## src/hw/pci_pkg.sv

```systemverilog
// Constants and types shared by the pulse catch input unit.
// Assumes one 20 MHz controller clock and a scan engine on the same clock.
//
// Functional notes
// - Pulses shorter than a scan are still caught
// - High pulse of five microseconds is caught
// - Low pulse of five microseconds is caught
// - Catch detection bypasses the debounce filter
// - Per group polarity selects rising or falling
// - Further edges ignored until next scan
// - Caught flag stands exactly one scan
// - One read-only caught flag per group
// - Six catch terminals, one flag each
// - Each group runs exactly one function
// - Auxiliary terminals are plain inputs only
// - Plain inputs sampled once at scan end
package pci_pkg;

	////////////////////////////////////////////////////////////////////////
	// Sizes
	localparam int NUM_GROUPS = 6; // Catch capable groups
	localparam int NUM_AUX = 3; // Auxiliary plain-only terminals
	localparam int NUM_PINS = 9; // All terminals
	localparam int MODE_W = 3; // Function field width per group
	localparam int FILT_W = 8; // Debounce length width
	localparam int ADDR_W = 5; // Byte address width

	////////////////////////////////////////////////////////////////////////
	// Register byte offsets
	localparam logic [4:0] ADDR_MODE = 5'h00; // Function per group
	localparam logic [4:0] ADDR_POL = 5'h04; // 1 = catch falling edge
	localparam logic [4:0] ADDR_FLAG = 5'h08; // Caught flags, read-only
	localparam logic [4:0] ADDR_LEVEL = 5'h0c; // Plain input states
	localparam logic [4:0] ADDR_FILT = 5'h10; // Debounce length
	localparam logic [4:0] ADDR_IRQ_STAT = 5'h14; // Sticky, write 1 clears
	localparam logic [4:0] ADDR_IRQ_MASK = 5'h18; // Interrupt enables

	////////////////////////////////////////////////////////////////////////
	// Reset values
	localparam logic [17:0] MODE_RST = 18'h00000;
	localparam logic [5:0] POL_RST = 6'h00;
	localparam logic [7:0] FILT_RST = 8'h00;
	localparam logic [5:0] MASK_RST = 6'h00;

	////////////////////////////////////////////////////////////////////////
	// Group functions, exactly one per group
	typedef enum logic [2:0] {
		PCI_FN_PLAIN = 3'h0,
		PCI_FN_HSC = 3'h1,
		PCI_FN_CATCH = 3'h2,
		PCI_FN_INTR = 3'h3,
		PCI_FN_FREQ = 3'h4
	} pci_fn_t;

	// Bus slave states, one-hot
	typedef enum logic [1:0] {
		PCI_BUS_IDLE = 2'b01,
		PCI_BUS_ACK = 2'b10
	} pci_bus_t;

	////////////////////////////////////////////////////////////////////////
	// Timing
	localparam int CLK_FREQ_HZ = 20000000;
	localparam int CLK_PERIOD_NS = 1000000000 / CLK_FREQ_HZ;
	localparam int MIN_PULSE_NS = 5000; // Least on or off width
	localparam int MIN_PULSE_CYC = (MIN_PULSE_NS + CLK_PERIOD_NS - 1)
		/ CLK_PERIOD_NS;
	localparam int SYNC_STAGES = 2; // Latency of pin synchroniser

endpackage

```

## src/hw/pci_cell.sv

```systemverilog
// One terminal: edge catch latch, scan flag, debounce and scan sample.
// Assumes level_i is already synchronised and scan_end_i is a clk pulse.
`timescale 1ns/1ps
module pci_cell #(
	parameter int FW = 8
) (
	input wire logic clk_i,
	input wire logic arst_n_i,
	input wire logic level_i,
	input wire logic catch_en_i,
	input wire logic fall_i,
	input wire logic scan_end_i,
	input wire logic [FW-1:0] filt_len_i,
	output logic pend_o,
	output logic flag_o,
	output logic level_o
);

	// All cell state
	typedef struct packed {
		logic prev; // Level one cycle ago
		logic pend; // Edge caught this scan
		logic flag; // Caught flag for program
		logic filt; // Debounced level
		logic [FW-1:0] cnt; // Debounce run length
		logic samp; // Level sampled at scan end
	} pci_cell_st_t;

	pci_cell_st_t st; // Registered state
	pci_cell_st_t next_st; // Next state
	logic edge_hit; // Qualifying edge this cycle

	////////////////////////////////////////////////////////////////////////
	// Catch path works on the raw synchronised level, not the filter
	always_comb begin
		next_st = st;
		next_st.prev = level_i;
		edge_hit = catch_en_i && (fall_i ? (st.prev && !level_i)
			: (!st.prev && level_i));
		if (scan_end_i) begin
			next_st.flag = st.pend;
			next_st.pend = edge_hit;
		end else if (edge_hit) begin
			next_st.pend = 1'b1;
		end
		if (!catch_en_i) begin
			next_st.pend = 1'b0;
		end
		// Debounce for plain use only
		if (level_i == st.filt) begin
			next_st.cnt = '0;
		end else if (st.cnt >= filt_len_i) begin
			next_st.filt = level_i;
			next_st.cnt = '0;
		end else begin
			next_st.cnt = st.cnt + 1'b1;
		end
		if (scan_end_i) begin
			next_st.samp = st.filt;
		end
	end

	// State register
	always_ff @(posedge clk_i or negedge arst_n_i) begin
		if (!arst_n_i) begin
			st <= '0;
		end else begin
			st <= next_st;
		end
	end

	assign pend_o = st.pend;
	assign flag_o = st.flag;
	assign level_o = st.samp;
endmodule

```

## src/hw/pci_sync.sv

```systemverilog
// Two flip-flop synchroniser for a bundle of asynchronous pins.
// Assumes each bit is independent; no multi-bit coherency is implied.
`timescale 1ns/1ps
module pci_sync #(
	parameter int W = 9
) (
	input wire logic clk_i,
	input wire logic arst_n_i,
	input wire logic [W-1:0] d_i,
	output logic [W-1:0] q_o
);

	// Both stages of the synchroniser
	typedef struct packed {
		logic [W-1:0] s1;
		logic [W-1:0] s2;
	} pci_sync_st_t;

	pci_sync_st_t st; // Registered state
	pci_sync_st_t next_st; // Next state

	////////////////////////////////////////////////////////////////////////
	// First stage only feeds the second
	always_comb begin
		next_st = st;
		next_st.s1 = d_i;
		next_st.s2 = st.s1;
	end

	// State register
	always_ff @(posedge clk_i or negedge arst_n_i) begin
		if (!arst_n_i) begin
			st <= '0;
		end else begin
			st <= next_st;
		end
	end

	assign q_o = st.s2;

endmodule

```

## src/hw/pci_top.sv

```systemverilog
// Pulse catch input unit: six catch groups, three plain auxiliary pins,
// Avalon-MM register slave with waitrequest and one level interrupt.
// Assumes pins are asynchronous; scan_end_i is a one-cycle pulse on clk_i.
`timescale 1ns/1ps
module pci_top #(
	parameter int NG = pci_pkg::NUM_GROUPS,
	parameter int FW = pci_pkg::FILT_W
) (
	input wire logic clk_i,
	input wire logic arst_n_i,
	input wire logic scan_end_i,
	input wire logic group1_pulse_pin_i,
	input wire logic group2_pulse_pin_i,
	input wire logic group3_pulse_pin_i,
	input wire logic group4_pulse_pin_i,
	input wire logic group5_pulse_pin_i,
	input wire logic group6_pulse_pin_i,
	input wire logic group1_aux_pin_i,
	input wire logic group3_aux_pin_i,
	input wire logic group5_aux_pin_i,
	input wire logic [4:0] avs_address_i,
	input wire logic avs_read_i,
	input wire logic avs_write_i,
	input wire logic [31:0] avs_writedata_i,
	input wire logic [3:0] avs_byteenable_i,
	output logic [31:0] avs_readdata_o,
	output logic avs_waitrequest_o,
	output logic irq_o,
	output logic catch_flag_group1_o,
	output logic catch_flag_group2_o,
	output logic catch_flag_group3_o,
	output logic catch_flag_group4_o,
	output logic catch_flag_group5_o,
	output logic catch_flag_group6_o
);

	////////////////////////////////////////////////////////////////////////
	// Top state
	typedef struct packed {
		pci_pkg::pci_bus_t bus; // Bus slave state
		logic wait_n; // High while answering
		logic [31:0] rdata; // Read data register
		logic [17:0] mode; // Function per group
		logic [5:0] pol; // Edge polarity per group
		logic [7:0] filt; // Debounce length
		logic [5:0] irq_stat; // Sticky caught events
		logic [5:0] irq_mask; // Interrupt enables
		logic irq; // Interrupt output
	} pci_top_st_t;

	pci_top_st_t st; // Registered state
	pci_top_st_t next_st; // Next state

	logic [pci_pkg::NUM_PINS-1:0] pin_raw; // Asynchronous pins
	logic [pci_pkg::NUM_PINS-1:0] pin_sync; // Synchronised pins
	logic [pci_pkg::NUM_PINS-1:0] cell_pend; // Catch latches
	logic [pci_pkg::NUM_PINS-1:0] cell_flag; // Caught flags
	logic [pci_pkg::NUM_PINS-1:0] cell_level; // Scan-sampled levels
	logic [pci_pkg::NUM_PINS-1:0] catch_en; // Catch mode per cell
	logic [pci_pkg::NUM_PINS-1:0] fall_sel; // Polarity per cell
	logic [NG-1:0] plain_en; // Group in plain mode
	logic [NG-1:0] catch_evt; // Catch reaching a flag
	logic [8:0] level_view; // Readable levels
	logic [31:0] reg_rd; // Read mux output
	logic wr_take; // Write takes effect
	logic rd_req; // Read awaiting answer
	logic [31:0] wr_merged; // Write data merged by byte

	////////////////////////////////////////////////////////////////////////
	// Pin bundle: groups 1 to 6 in bits 0 to 5, aux pins of 1, 3, 5 above
	assign pin_raw = {group5_aux_pin_i, group3_aux_pin_i, group1_aux_pin_i,
		group6_pulse_pin_i, group5_pulse_pin_i, group4_pulse_pin_i,
		group3_pulse_pin_i, group2_pulse_pin_i, group1_pulse_pin_i};

	// Every pin passes two flip-flops before any logic
	pci_sync #(
		.W(pci_pkg::NUM_PINS)
	) u_sync (
		.clk_i(clk_i),
		.arst_n_i(arst_n_i),
		.d_i(pin_raw),
		.q_o(pin_sync)
	);

	////////////////////////////////////////////////////////////////////////
	// Function decode per group; only catch mode arms a cell
	always_comb begin
		catch_en = '0;
		fall_sel = '0;
		plain_en = '0;
		for (int g = 0; g < NG; g++) begin
			catch_en[g] = (st.mode[g*pci_pkg::MODE_W +: pci_pkg::MODE_W]
				== pci_pkg::PCI_FN_CATCH);
			plain_en[g] = (st.mode[g*pci_pkg::MODE_W +: pci_pkg::MODE_W]
				== pci_pkg::PCI_FN_PLAIN);
			fall_sel[g] = st.pol[g];
		end
	end

	////////////////////////////////////////////////////////////////////////
	// One cell per terminal; aux cells never catch
	for (genvar i = 0; i < pci_pkg::NUM_PINS; i++) begin : g_cell
		pci_cell #(
			.FW(FW)
		) u_cell (
			.clk_i(clk_i),
			.arst_n_i(arst_n_i),
			.level_i(pin_sync[i]),
			.catch_en_i(catch_en[i]),
			.fall_i(fall_sel[i]),
			.scan_end_i(scan_end_i),
			.filt_len_i(st.filt),
			.pend_o(cell_pend[i]),
			.flag_o(cell_flag[i]),
			.level_o(cell_level[i])
		);
	end

	////////////////////////////////////////////////////////////////////////
	// Events and readable views
	always_comb begin
		// Latch moving into a flag at the scan end
		catch_evt = scan_end_i ? cell_pend[NG-1:0] : '0;
		// Group pins show only in plain mode, aux pins always
		level_view = {cell_level[8:6], cell_level[5:0] & plain_en};
	end

	// Master holds a request until waitrequest low is sampled
	assign rd_req = avs_read_i && (st.bus == pci_pkg::PCI_BUS_IDLE);
	assign wr_take = avs_write_i && (st.bus == pci_pkg::PCI_BUS_ACK);

	// Byte-lane merge of write data onto a zero-extended old value
	function automatic logic [31:0] be_merge(input logic [31:0] old_v,
		input logic [31:0] new_v, input logic [3:0] be);
		logic [31:0] res;
		res = old_v;
		for (int b = 0; b < 4; b++) begin
			if (be[b]) begin
				res[b*8 +: 8] = new_v[b*8 +: 8];
			end
		end
		return res;
	endfunction

	////////////////////////////////////////////////////////////////////////
	// Read mux; unmapped offsets read zero
	always_comb begin
		reg_rd = '0;
		case (avs_address_i)
			pci_pkg::ADDR_MODE: begin
				reg_rd = {14'h0000, st.mode};
			end
			pci_pkg::ADDR_POL: begin
				reg_rd = {26'h0000000, st.pol};
			end
			pci_pkg::ADDR_FLAG: begin
				reg_rd = {26'h0000000, cell_flag[NG-1:0]};
			end
			pci_pkg::ADDR_LEVEL: begin
				reg_rd = {23'h000000, level_view};
			end
			pci_pkg::ADDR_FILT: begin
				reg_rd = {24'h000000, st.filt};
			end
			pci_pkg::ADDR_IRQ_STAT: begin
				reg_rd = {26'h0000000, st.irq_stat};
			end
			pci_pkg::ADDR_IRQ_MASK: begin
				reg_rd = {26'h0000000, st.irq_mask};
			end
			default: begin
				reg_rd = '0;
			end
		endcase
	end

	////////////////////////////////////////////////////////////////////////
	// Bus slave, registers and interrupt
	always_comb begin
		next_st = st;
		wr_merged = '0;
		case (st.bus)
			pci_pkg::PCI_BUS_IDLE: begin
				// Request seen: answer on the next edge
				if (avs_read_i || avs_write_i) begin
					next_st.bus = pci_pkg::PCI_BUS_ACK;
					next_st.wait_n = 1'b1;
					next_st.rdata = rd_req ? reg_rd : '0;
				end
			end
			pci_pkg::PCI_BUS_ACK: begin
				// Master takes the answer at this edge
				next_st.bus = pci_pkg::PCI_BUS_IDLE;
				next_st.wait_n = 1'b0;
			end
			default: begin
				next_st.bus = pci_pkg::PCI_BUS_IDLE;
				next_st.wait_n = 1'b0;
			end
		endcase
		// Register writes; flags and levels have no write path
		if (wr_take) begin
			case (avs_address_i)
				pci_pkg::ADDR_MODE: begin
					wr_merged = be_merge({14'h0000, st.mode},
						avs_writedata_i, avs_byteenable_i);
					next_st.mode = wr_merged[17:0];
				end
				pci_pkg::ADDR_POL: begin
					wr_merged = be_merge({26'h0000000, st.pol},
						avs_writedata_i, avs_byteenable_i);
					next_st.pol = wr_merged[5:0];
				end
				pci_pkg::ADDR_FILT: begin
					wr_merged = be_merge({24'h000000, st.filt},
						avs_writedata_i, avs_byteenable_i);
					next_st.filt = wr_merged[7:0];
				end
				pci_pkg::ADDR_IRQ_STAT: begin
					if (avs_byteenable_i[0]) begin
						next_st.irq_stat = st.irq_stat
							& ~avs_writedata_i[5:0];
					end
				end
				pci_pkg::ADDR_IRQ_MASK: begin
					wr_merged = be_merge({26'h0000000, st.irq_mask},
						avs_writedata_i, avs_byteenable_i);
					next_st.irq_mask = wr_merged[5:0];
				end
				default: begin
					wr_merged = '0;
				end
			endcase
		end
		// New events win over a clear in the same cycle
		next_st.irq_stat = next_st.irq_stat | catch_evt;
		next_st.irq = |(next_st.irq_stat & next_st.irq_mask);
	end

	// State register
	always_ff @(posedge clk_i or negedge arst_n_i) begin
		if (!arst_n_i) begin
			st.bus <= pci_pkg::PCI_BUS_IDLE;
			st.wait_n <= 1'b0;
			st.rdata <= '0;
			st.mode <= pci_pkg::MODE_RST;
			st.pol <= pci_pkg::POL_RST;
			st.filt <= pci_pkg::FILT_RST;
			st.irq_stat <= '0;
			st.irq_mask <= pci_pkg::MASK_RST;
			st.irq <= 1'b0;
		end else begin
			st <= next_st;
		end
	end

	////////////////////////////////////////////////////////////////////////
	// Outputs, all from flip-flops
	assign avs_readdata_o = st.rdata;
	assign avs_waitrequest_o = !st.wait_n;
	assign irq_o = st.irq;
	assign catch_flag_group1_o = cell_flag[0];
	assign catch_flag_group2_o = cell_flag[1];
	assign catch_flag_group3_o = cell_flag[2];
	assign catch_flag_group4_o = cell_flag[3];
	assign catch_flag_group5_o = cell_flag[4];
	assign catch_flag_group6_o = cell_flag[5];
endmodule

```

## config.mk

```make
export PLATFORM = sky130hd
export DESIGN_NAME = pci_top
export DESIGN_NICKNAME = d
export VERILOG_FILES = /design/src/hw/pci_pkg.sv /design/src/hw/pci_cell.sv /design/src/hw/pci_sync.sv /design/src/hw/pci_top.sv
export SDC_FILE = /design/constraint.sdc
export NUM_CORES = 1
export LEC_CHECK = 0
export BUFFER_PORTS_ARGS = -buffer_cell sky130_fd_sc_hd__buf_2
export CORE_MARGIN = 8
export CORE_UTILIZATION = 59
export CTS_CLUSTER_SIZE = 20
export DETAILED_ROUTE_END_ITERATION = 8
export PLACE_DENSITY = 0.84
export SETUP_SLACK_MARGIN = 0.1
export SYNTH_ARGS = -nofsm -noshare
export SYNTH_HDL_FRONTEND = slang
export SYNTH_SLANG_ARGS = --single-unit
export TNS_END_PERCENT = 10
```

## constraint.sdc

```tcl
create_clock -name clk_i -period 2.3 [get_ports clk_i]
set_input_delay 0.115 -clock clk_i [delete_from_list [all_inputs] [get_ports clk_i]]
set_output_delay 0.115 -clock clk_i [all_outputs]
set_load 0.005 [all_outputs]
```

## Yosys cells after proc, flatten, opt, wreduce, memory -nomap -nowiden

Cells that the tools add are included.
Widths: inputs -> output; s select.

- Register bits: 206
- Bits of input ports: 55
- Output and inout bits: 40
- Word-level logic and storage cells: 229

- Add/sub/neg operators: 9
- Magnitude comparators: 9
- Equal/unequal tests: 30
- Multiplexer cells: 52
- Bitwise logic cells: 14
- Reductions and logical operators: 57

Operator list:

| operator | number |
|---|---|
| $mux 8 | 18 |
| $pmux 18 s7 | 1 |
| $add 8x1->8 const B | 9 |
| $ge 8x8->1 | 9 |
| $mux 35 | 1 |
| $mux 32 | 1 |
| $mux 6 | 5 |
| $mux 1 | 24 |
| $logic_and 1x1->1 | 20 |
| $reduce_and 2->1 | 10 |
| $and 6x6->6 | 3 |
| $eq 3x2->1 const B | 6 |
| $logic_not 3->1 | 6 |
| $ne 3x3->1 const B | 6 |
| $eq 5x5->1 const B | 3 |
| $reduce_and 3->1 | 5 |
| $logic_not 1->1 | 13 |
| $mux 12 | 1 |
| $eq 5x4->1 const B | 2 |
| $eq 1x1->1 | 9 |
| $not 1->1 | 9 |
| $not 6->6 | 1 |
| $or 6x6->6 | 1 |
| $reduce_or 6->1 | 1 |
| 7 further kinds | 7 |

## Logic depth before layout (Yosys ltp)

Gate-level depths: netlist of the first run.

- Depth in word-level cells: 8
- Depth in mapped cells: 8

## Cells and area by module

A second synthesis of the first run with hierarchy kept.

- Cell total of the unflattened synthesis: 917
- Area total of the unflattened synthesis: 10,512.6 µm²

Modules (own cells, without submodules):

| module | instances | cells each | area each (µm²) | seq. area each (µm²) |
|---|---|---|---|---|
| pci_cell | 9 | 72 | 772.0 | 325.3 |
| pci_top | 1 | 251 | 3,114.2 | 1,627.8 |
| pci_sync | 1 | 18 | 450.4 | 450.4 |

## Worst setup path after synthesis of the first run

OpenSTA, ideal clock, no wires.

- Path kind: register to register
- Start point: register st[13] in the netlist's numbering
- End point: register g_cell[1].u_cell.st[9] in the netlist's numbering
- Data arrival time: 1,740 ps
- Required time: 2,175 ps
- Path slack: 435 ps
- Stages on the path, launching flop included: 8
- Path buffers: 0
- Cells stage by stage: dfrtp_1 > ha_1 > nand2b_1 > a21o_1 > a21o_1 > a21oi_1 > o21ai_0 > mux2_2

- Cells in the longest elaborated chain, start to end: 2

Ends and longest elaborated chain:

| element | RTL line | source |
|---|---|---|
| start, declared | pci_top.sv:51 | `pci_top_st_t st;` |
| start signal, assigned | pci_top.sv:253 | `st <= next_st;` |
| $ge 8x8->1 | pci_cell.sv:52 | `end else if (st.cnt >= filt_len_i) begin` |
| $reduce_and 2->1 (no line) | - |  |
| end signal, assigned | pci_cell.sv:68 | `st <= next_st;` |
| end, declared | pci_cell.sv:29 | `pci_cell_st_t st;` |

Every way passes these cells.
A chain may end at the register's enable or synchronous reset.

## Worst setup path in the final report of the first run

- Start point: register st[13] in the netlist's numbering
- End point: register g_cell[7].u_cell.st[9] in the netlist's numbering

- Cells in the longest elaborated chain, start to end: 2

Ends and longest elaborated chain:

| element | RTL line |
|---|---|
| $ge 8x8->1 | pci_cell.sv:52 |
| $reduce_and 2->1 (no line) | - |
| end signal, assigned | pci_cell.sv:68 |
| end, declared | pci_cell.sv:29 |

Every way passes these cells.

==> flow_metrics.tcl, run 1 <==
set metrics [dict create \
    dieHeight_um 142.9 \
    worst_ep_required_time_ps 2610 \
    power.static_leakage_nw 5.406 \
    area.growth.synth_to_final_pct 15.30 \
    placed_area_um2 10110 \
    tritoncts_num_sinks 191 \
    worst_ep_arrival_time_ps 2450 \
    slew-limit-headroom 0.2196 \
    reg2reg_slack_ps 170 \
    reg2regPathDepth 8 \
    initial_standard_cell_utilization_of_the_core 0.6007 \
    run_status "finished, final reports clean" \
    tightest_slew_ps 1163 \
    cts.reportedPaths.clkPinSlew_ps 70 \
    gp_congestion 0.8367 \
    avgRoutedWirePerCell_um 18.33 \
    tritoncts "done" \
    number_of_enable_flip_flop_cells_after_synthesis 0 \
    synth.avg_cell_area_um2 11.52 \
    clkPwrFrac 0.363 \
    net-switching-power_mw 2.186 \
    internal_power_mw 5.688 \
    synth_async_sr_flop_share 1.000 \
    layout.core_utilization 0.6926 \
    drt-pass1-iter-count 5 \
    cts_inserted_buffers 17 \
    num-nets-final 1069 \
    worstReg2RegStart "st[13]" \
    place_hpwl_mm 14.34 \
    grt_usage 0.2164 \
    tns_ps 0 \
    wl_mm 21.32 \
    crit_path_cell_trace "buf_4, ha_1, nand2b_1, a21o_1, a21o_1, a21oi_1, o21ai_0, mux2_2" \
    synth_simple_gate_area_share 0.1220 \
    maxcap_viol_count 0 \
    top_level_ports 95 \
    reg2reg_to "g_cell[7].u_cell.st[9]" \
    critical_path.n_buffers_inverters 1 \
    critPathMaxFanout 5 \
    final-setup-viol-count 0 \
    cts_buffer_depth 2 \
    grt_antenna_before_repair 0 \
    critPathSlowestCell "sky130_fd_sc_hd__dfrtp_1" \
    yosysWarnings 0 \
    first_global_vias 6986 \
    critical_path.max_stage_delay_ps 410 \
    stdcell_area_um2 10960 \
    sequential_fraction_of_the_synthesis_area 0.5028 \
    synthAdderAreaFrac 0.1066 \
    final_global_route_overflow_total 0 \
    die_w_um 142.9 \
    number_of_slew_limit_violations_in_the_final_report 0 \
    sequentialPowerShare 0.491 \
    clock_tree.htree_level_count 4 \
    remaining_drc_errors 0 \
    flip_flop_cell_with_the_highest_count_after_synthesis "sky130_fd_sc_hd__dfrtp_1" \
    synth_xor_xnor_area_share 0.05803 \
    yosys-mux-area-fraction 0.07343 \
    worst_setup_path_class "reg2reg" \
    path_delay_family "compound AO/OA/AOI/OAI gates" \
    power_frac_comb 0.146 \
    max_freq_mhz 468.9 \
    worstSetupStartpoint "st[13]" \
    timing.critical_path.from_type "flip-flop" \
    synth.lib_cells_used.distinct 37 \
    hold_depth 2 \
    fin_skew_ps 6.595 \
    detail_route.iter0.violations 489 \
    row_count 46 \
    die_area_um2 20430 \
    clock_period_minus_final_worst_setup_slack_ps 2132 \
    route.vias.total 6742 \
    cts.root.buffer_cell "sky130_fd_sc_hd__clkbuf_16" \
    end_point_of_the_worst_hold_path "st[15]" \
    fin_crit_sh 0.9272 \
    worst_setup_path_end_kind "flip-flop" \
    power-per-cell-area_nw_per_um2 718.2 \
    mappedNetlistArea_um2 9508 \
    power.share.switching 0.2776 \
    port_buffers 65 \
    post_drt_via_cell_ratio 5.797 \
    unrepaired_setup_endpoints_after_global_routing "true" \
    synth-compound-area-share 0.09725 \
    post_synth_inst_count 825 \
    timing_hold_violations_final 0 \
    design.core.area_um2 15830 \
    crit_path_frequent_cell "sky130_fd_sc_hd__a21o_1" \
    grt_first_pass_wirelength_mm 34.73 \
    grt_start_max_net_pins 73 \
    worstHoldStart "avs_writedata_i[2]" \
    vdd.ir_drop.worst_mv 0.5557 \
    hold_class "in2reg" \
    largest_family_of_logic_cells_by_synthesized_area "simple AND/OR/NAND/NOR gates" \
    worst_skew_pair_later_pin_latency_ps 430 \
    final_layout_size_suffix_gt1_frac 0.2030 \
    antenna_left 0 \
    synth-seq-cells 191 \
]
-- cells in the mapped netlist (all sizes together) (12+ instances only) --
library cell	number	area share
a22oi	12	0.0095
nand3	50	0.026
mux2	62	0.073
inv	28	0.011
buf	35	0.026
dfrtp	190	0.50
a21oi	23	0.012
xor2	49	0.045
ha	81	0.11
a22o	25	0.023
a21o	36	0.028
nor2	96	0.038
and3	20	0.013
xnor2	14	0.013
nand2	26	0.011
-- worst register-to-register path: cells and delay by family, from the launching register on --
family	cells	cell delay (ps)
buf+inv	1	180
simple gates	1	140
fa+ha+maj	1	290
mux	1	290
compound gates	4	720
flops	1	410
-- placed cells by master, fill, tap and decap left out, types with 3 or more instances in the layout --
cell	synthesis	final
sky130_fd_sc_hd__conb_1	1	14
sky130_fd_sc_hd__buf_2	0	64
sky130_fd_sc_hd__buf_4	32	22
sky130_fd_sc_hd__a21oi_1	23	23
sky130_fd_sc_hd__dfrtp_1	190	190
sky130_fd_sc_hd__nand2b_1	11	11
sky130_fd_sc_hd__a222oi_1	6	6
sky130_fd_sc_hd__a21o_1	36	36
sky130_fd_sc_hd__nor4_2	3	3
sky130_fd_sc_hd__xnor2_1	14	14
sky130_fd_sc_hd__nor2_1	96	96
sky130_fd_sc_hd__o211ai_1	9	9
sky130_fd_sc_hd__clkinvlp_4	0	5
sky130_fd_sc_hd__clkbuf_16	0	17
sky130_fd_sc_hd__a22o_1	25	25
sky130_fd_sc_hd__inv_1	28	28
sky130_fd_sc_hd__nand3_1	50	50
sky130_fd_sc_hd__a22oi_1	12	12
sky130_fd_sc_hd__ha_1	81	81
sky130_fd_sc_hd__nand4_1	9	9
sky130_fd_sc_hd__xor2_1	49	49
sky130_fd_sc_hd__a221oi_1	6	6
sky130_fd_sc_hd__dlygate4sd3_1	0	25
sky130_fd_sc_hd__nand2_1	25	25
sky130_fd_sc_hd__mux2_2	62	62
sky130_fd_sc_hd__and3_1	20	20
sky130_fd_sc_hd__o21ai_0	10	9
sky130_fd_sc_hd__clkinv_4	0	3
sky130_fd_sc_hd__buf_12	0	4
sky130_fd_sc_hd__inv_6	0	3
sky130_fd_sc_hd__and4b_1	5	5
-- power by group through the flow --
stage / clock network [mW] / logic, mW / registers, mW
2_1_floorplan: 0 / 0.737 / 3.84
3_3_place_gp: 0 / 1.04 / 3.90
3_5_place_dp: 0 / 1.09 / 3.92
4_1_cts: 2.90 / 1.13 / 3.86
5_1_grt: 3.03 / 1.30 / 3.90
6_report: 2.86 / 1.15 / 3.87
-- area by class of cell --
type / count / area [um^2]
sequential: 191 / 4781
multi-input combinational: 579 / 4400
clock buffer: 19 / 442.9
antenna: 1 / 2.502
clock inverter: 13 / 131.4
fill: 1093 / 4865
timing repair buffer: 116 / 829.5
inverter: 28 / 105.1
tap: 216 / 270.3
-- how the worst max path moves through the flow --
| stage | endpoint | cells after the start | slack, ps |
|---|---|---|---|
| finish | g_cell[7].u_cell.st[9] | 8 | 170 |
| floorplan | g_cell[1].u_cell.st[9] | 7 | 440 |
| global route | g_cell[8].u_cell.st[6] | 7 | 60 |
| global placement | g_cell[1].u_cell.st[8] | 8 | 260 |
| detailed placement | g_cell[8].u_cell.st[6] | 8 | 190 |
| CTS | g_cell[7].u_cell.st[8] | 8 | 140 |
-- metrics by stage --
step / setup WS, ps / power (mW) / hold slack (ps) / cells
4_1_cts: 142.4 / 7.888 / 12.06 / 1159
5_1_grt: 61.48 / 8.226 / 12.20 / 1162
3_3_place_gp: 259.6 / 4.939 / 172.2 / 1102
3_5_place_dp: 188.3 / 5.004 / 170.5 / 1102
6_report: 167.5 / 7.874 / 28.77 / 1163
2_1_floorplan: 435.0 / 4.576 / -180.6 / 838
-- state kept, by name, summed over array words and instances, names as in the netlist --
| register | count |
|---|---|
| avs_readdata_o | 18 |
| fall_sel | 6 |
| g_cell.u_cell.flag_o | 6 |
| g_cell.u_cell.level_o | 9 |
| g_cell.u_cell.pend_o | 6 |
| g_cell.u_cell.st | 87 |
| irq_o | 1 |
| st | 40 |
| u_sync.next_st | 9 |
| u_sync.q_o | 9 |
-- timing repair --
| action | 4_1_cts | 5_1_grt |
|---|---|---|
| endpoints found under the setup margin | 0 | 42 |
| hold buffers | 25 | 0 |
| setup buffers | 0 | 3 |
| resized for setup | 0 | 0 |
| endpoints found under the hold margin | 101 | 0 |
-- kinds of logic (layout without fill, tap and decap cells) --
group | Yosys count | in the layout
AOI/OAI and AO/OA | 127 | 127
xor gates and xnor gates | 63 | 63
adders and majority gates | 81 | 81
buffers and inverters | 68 | 176
DFF | 191 | 191
muxes | 62 | 62
other | 1 | 15
and+or+nand+nor | 232 | 232
-- routing by layer --
metal | up-vias | wire [um] | part of all wire | track usage
li1 | 3123 | - | - | -
met1 | 3340 | 8705 | 0.41 | 0.2681
met2 | 241 | 10420 | 0.49 | 0.3549
met3 | 38 | 1683 | 0.079 | 0.05442
met4 | 0 | 502 | 0.024 | 0.08837
met5 | - | 0 | 0 | 0
(Power assumes the default switching activity.)
==> run 2: changes to the inputs <==
--- a/config.mk
+++ b/config.mk
@@ -5,12 +5,13 @@
 export SDC_FILE = /design/constraint.sdc
 export NUM_CORES = 1
 export LEC_CHECK = 0
-export BUFFER_PORTS_ARGS = -buffer_cell sky130_fd_sc_hd__buf_2
 export CORE_MARGIN = 8
-export CORE_UTILIZATION = 59
+export CORE_UTILIZATION = 63
 export CTS_CLUSTER_SIZE = 20
 export DETAILED_ROUTE_END_ITERATION = 8
-export PLACE_DENSITY = 0.84
+export DONT_BUFFER_PORTS = 1
+export MAX_ROUTING_LAYER = met4
+export PLACE_DENSITY = 0.83
 export SETUP_SLACK_MARGIN = 0.1
 export SYNTH_ARGS = -nofsm -noshare
 export SYNTH_HDL_FRONTEND = slang
==> run 2 against run 1 <==
  * The run now ends with hold timing left
  * Clock skew up 0.77 ps
  * Global-route usage up 2.1 points
  * Sequential share of layout area up 1.6 points
  * Fmax down 2.0%
  * Die area down 5.6%
  * Largest power group unchanged
  * Via count down 0.70%
  * Critical endpoint is now g_cell[3].u_cell.st[1]
  * Routed wire length up 1.6%
  * Cell area down 3.5%
  * Largest cell class unchanged
  * First-iteration DRC count down 3.7%
  * Total power down 0.87%
==> flow_metrics.tcl, run 2 (same netlist as run 1, synthesis figures left out) <==
set metrics [dict create \
    final_global_route_overflow_total 0 \
    fin_total_pwr_mw 7.805 \
    number_of_slew_limit_violations_in_the_final_report 0 \
    grt_antenna_before_repair 0 \
    run_status "finished, violations left" \
    stdcell_area_um2 10580 \
    hold_class "in2async" \
    diodes 0 \
    route.vias.total 6695 \
    remaining_drc_errors 0 \
    antenna_left 0 \
    tns_ps 0 \
    worst_setup_path_end_kind "flip-flop" \
    detail_route.iter0.violations 471 \
    sequential_cell_area_um2 4781 \
    drt-pass1-iter-count 9 \
    port_buffers 0 \
    final_cell_mix "190 x sky130_fd_sc_hd__dfrtp_1, 96 x sky130_fd_sc_hd__nor2_1, 81 x sky130_fd_sc_hd__ha_1" \
    dieHeight_um 138.9 \
    initial_standard_cell_utilization_of_the_core 0.6348 \
    fin_crit_sh 0.9457 \
    design.core.area_um2 14980 \
    grt_start_max_net_pins 192 \
    avgRoutedWirePerCell_um 20.30 \
    maxcap_viol_count 0 \
    timing.hold.ws_ps -615.8 \
    max_reg_flops 87 \
    final_layout_size_suffix_gt1_frac 0.1331 \
    grt_usage 0.2378 \
    row_count 45 \
    grt_first_pass_wirelength_mm 35.85 \
    cts_buffer_depth 2 \
    num-nets-final 1002 \
    worst_ep_arrival_time_ps 2530 \
    placed_area_um2 9672 \
    cts.reportedPaths.clkPinSlew_ps 70 \
    multi_input_area_um2 4400 \
    first_global_vias 7079 \
    layout_commonest_cell "sky130_fd_sc_hd__dfrtp_1" \
    cts_hold_buffers_added 32 \
    die_w_um 138.9 \
    area.growth.synth_to_final_pct 11.30 \
    worst_ep_required_time_ps 2650 \
    gp_congestion 0.9075 \
    final-setup-viol-count 0 \
    die_area_um2 19280 \
    vdd.ir_drop.worst_mv 0.5558 \
    unrepaired_setup_endpoints_after_global_routing "true" \
    fin_skew_ps 7.361 \
    largest_register_by_flop_count "g_cell.u_cell.st" \
    tritoncts_num_sinks 191 \
    filler_cell_count 976 \
    tightest_slew_ps 1077 \
    clock_period_minus_final_worst_setup_slack_ps 2175 \
    clock_tree.htree_level_count 4 \
    timing_hold_violations_final 191 \
    slew-limit-headroom 0.2795 \
    cts.root.buffer_cell "sky130_fd_sc_hd__clkbuf_16" \
    place_hpwl_mm 14.50 \
    top_level_ports 95 \
    layout.core_utilization 0.7066 \
    tritoncts "done" \
    failed_checks "hold timing" \
    wl_mm 21.66 \
    power.static_leakage_nw 5.107 \
    max_freq_mhz 459.8 \
    worst_setup_path_class "reg2reg" \
    power-per-cell-area_nw_per_um2 737.5 \
    cts_inserted_buffers 17 \
    worst_skew_pair_later_pin_latency_ps 440 \
    post_drt_via_cell_ratio 6.275 \
    timing.critical_path.from_type "flip-flop" \
    critPathMaxFanout 8 \
]
## run 2: cell types whose count changed in the layout (fill, tap and decap cells not counted), moves of 3 or more
cell,before,now
sky130_fd_sc_hd__clkinvlp_4,5,2
sky130_fd_sc_hd__dlygate4sd3_1,25,32
sky130_fd_sc_hd__buf_4,22,14
sky130_fd_sc_hd__buf_2,64,0
## run 2: routing by layer
| layer | up-vias | track usage | wire length, um |
|---|---|---|---|
| met5 | - | - | 0 |
| met4 | 0 | 0.1190 | 758 |
| met3 | 71 | 0.05852 | 1565 |
| met2 | 280 | 0.3931 | 10820 |
| met1 | 3353 | 0.2660 | 8516 |
| li1 | 2991 | - | - |
## run 2: what timing repair did
item | CTS | global route
resized for setup | 0 | 0
hold endpoints to repair | 261 | 191
setup buffers | 0 | 2
endpoints found under the setup margin | 0 | 47
## run 2: area by class of cell
class                   instances  area share
multi-input cells             579      0.4158
flip-flops and latches        191      0.4518
clock inverters                12     0.01218
clock buffers                  20     0.04221
inverters                      28    0.009931
repair buffers                 49     0.04587
well taps                     188     0.02223
## run 2: per-stage QoR
step	std cells	worst slack, ps	hold WS (ps)
2_1_floorplan	838	435.0	-180.6
3_3_place_gp	1001	274.3	-168.5
3_5_place_dp	1001	181.4	-169.9
4_1_cts	1065	131.4	-631.6
5_1_grt	1067	44.43	-637.2
6_report	1067	124.9	-615.8
## run 2: power by group
group / leakage, nW / total (mW) / internal, mW / switching [mW]
Sequential: 2.56 / 3.87 / 3.62 / 0.251
Clock: 0.276 / 2.88 / 1.55 / 1.33
Combinational: 2.28 / 1.05 / 0.490 / 0.562
## run 2: critical path, cell delays in order (launching register included)
cell and delay [ps]:
sky130_fd_sc_hd__dfrtp_1 420, sky130_fd_sc_hd__buf_12 160, sky130_fd_sc_hd__ha_1 290, sky130_fd_sc_hd__nand2b_1 140, sky130_fd_sc_hd__a21o_1 180, sky130_fd_sc_hd__a21o_1 170, sky130_fd_sc_hd__a21oi_1 250, sky130_fd_sc_hd__o211ai_1 290
sky130_fd_sc_hd__nor2_1 190
## run 2: worst paths after layout
kind                                          end  slack (ps)  cells past startpoint               from
min reg2reg                         u_sync.q_o[1]         350                      0  u_sync.next_st[1]
max in group asynchronous                  st[78]        2600                      0           arst_n_i
min                             u_sync.next_st[8]        -620                      0           arst_n_i
max reg2reg                g_cell[3].u_cell.st[1]         120                      8             st[13]
min in group clk_i              avs_readdata_o[4]          80                      3   avs_address_i[0]
max                        g_cell[3].u_cell.st[1]         120                      8             st[13]
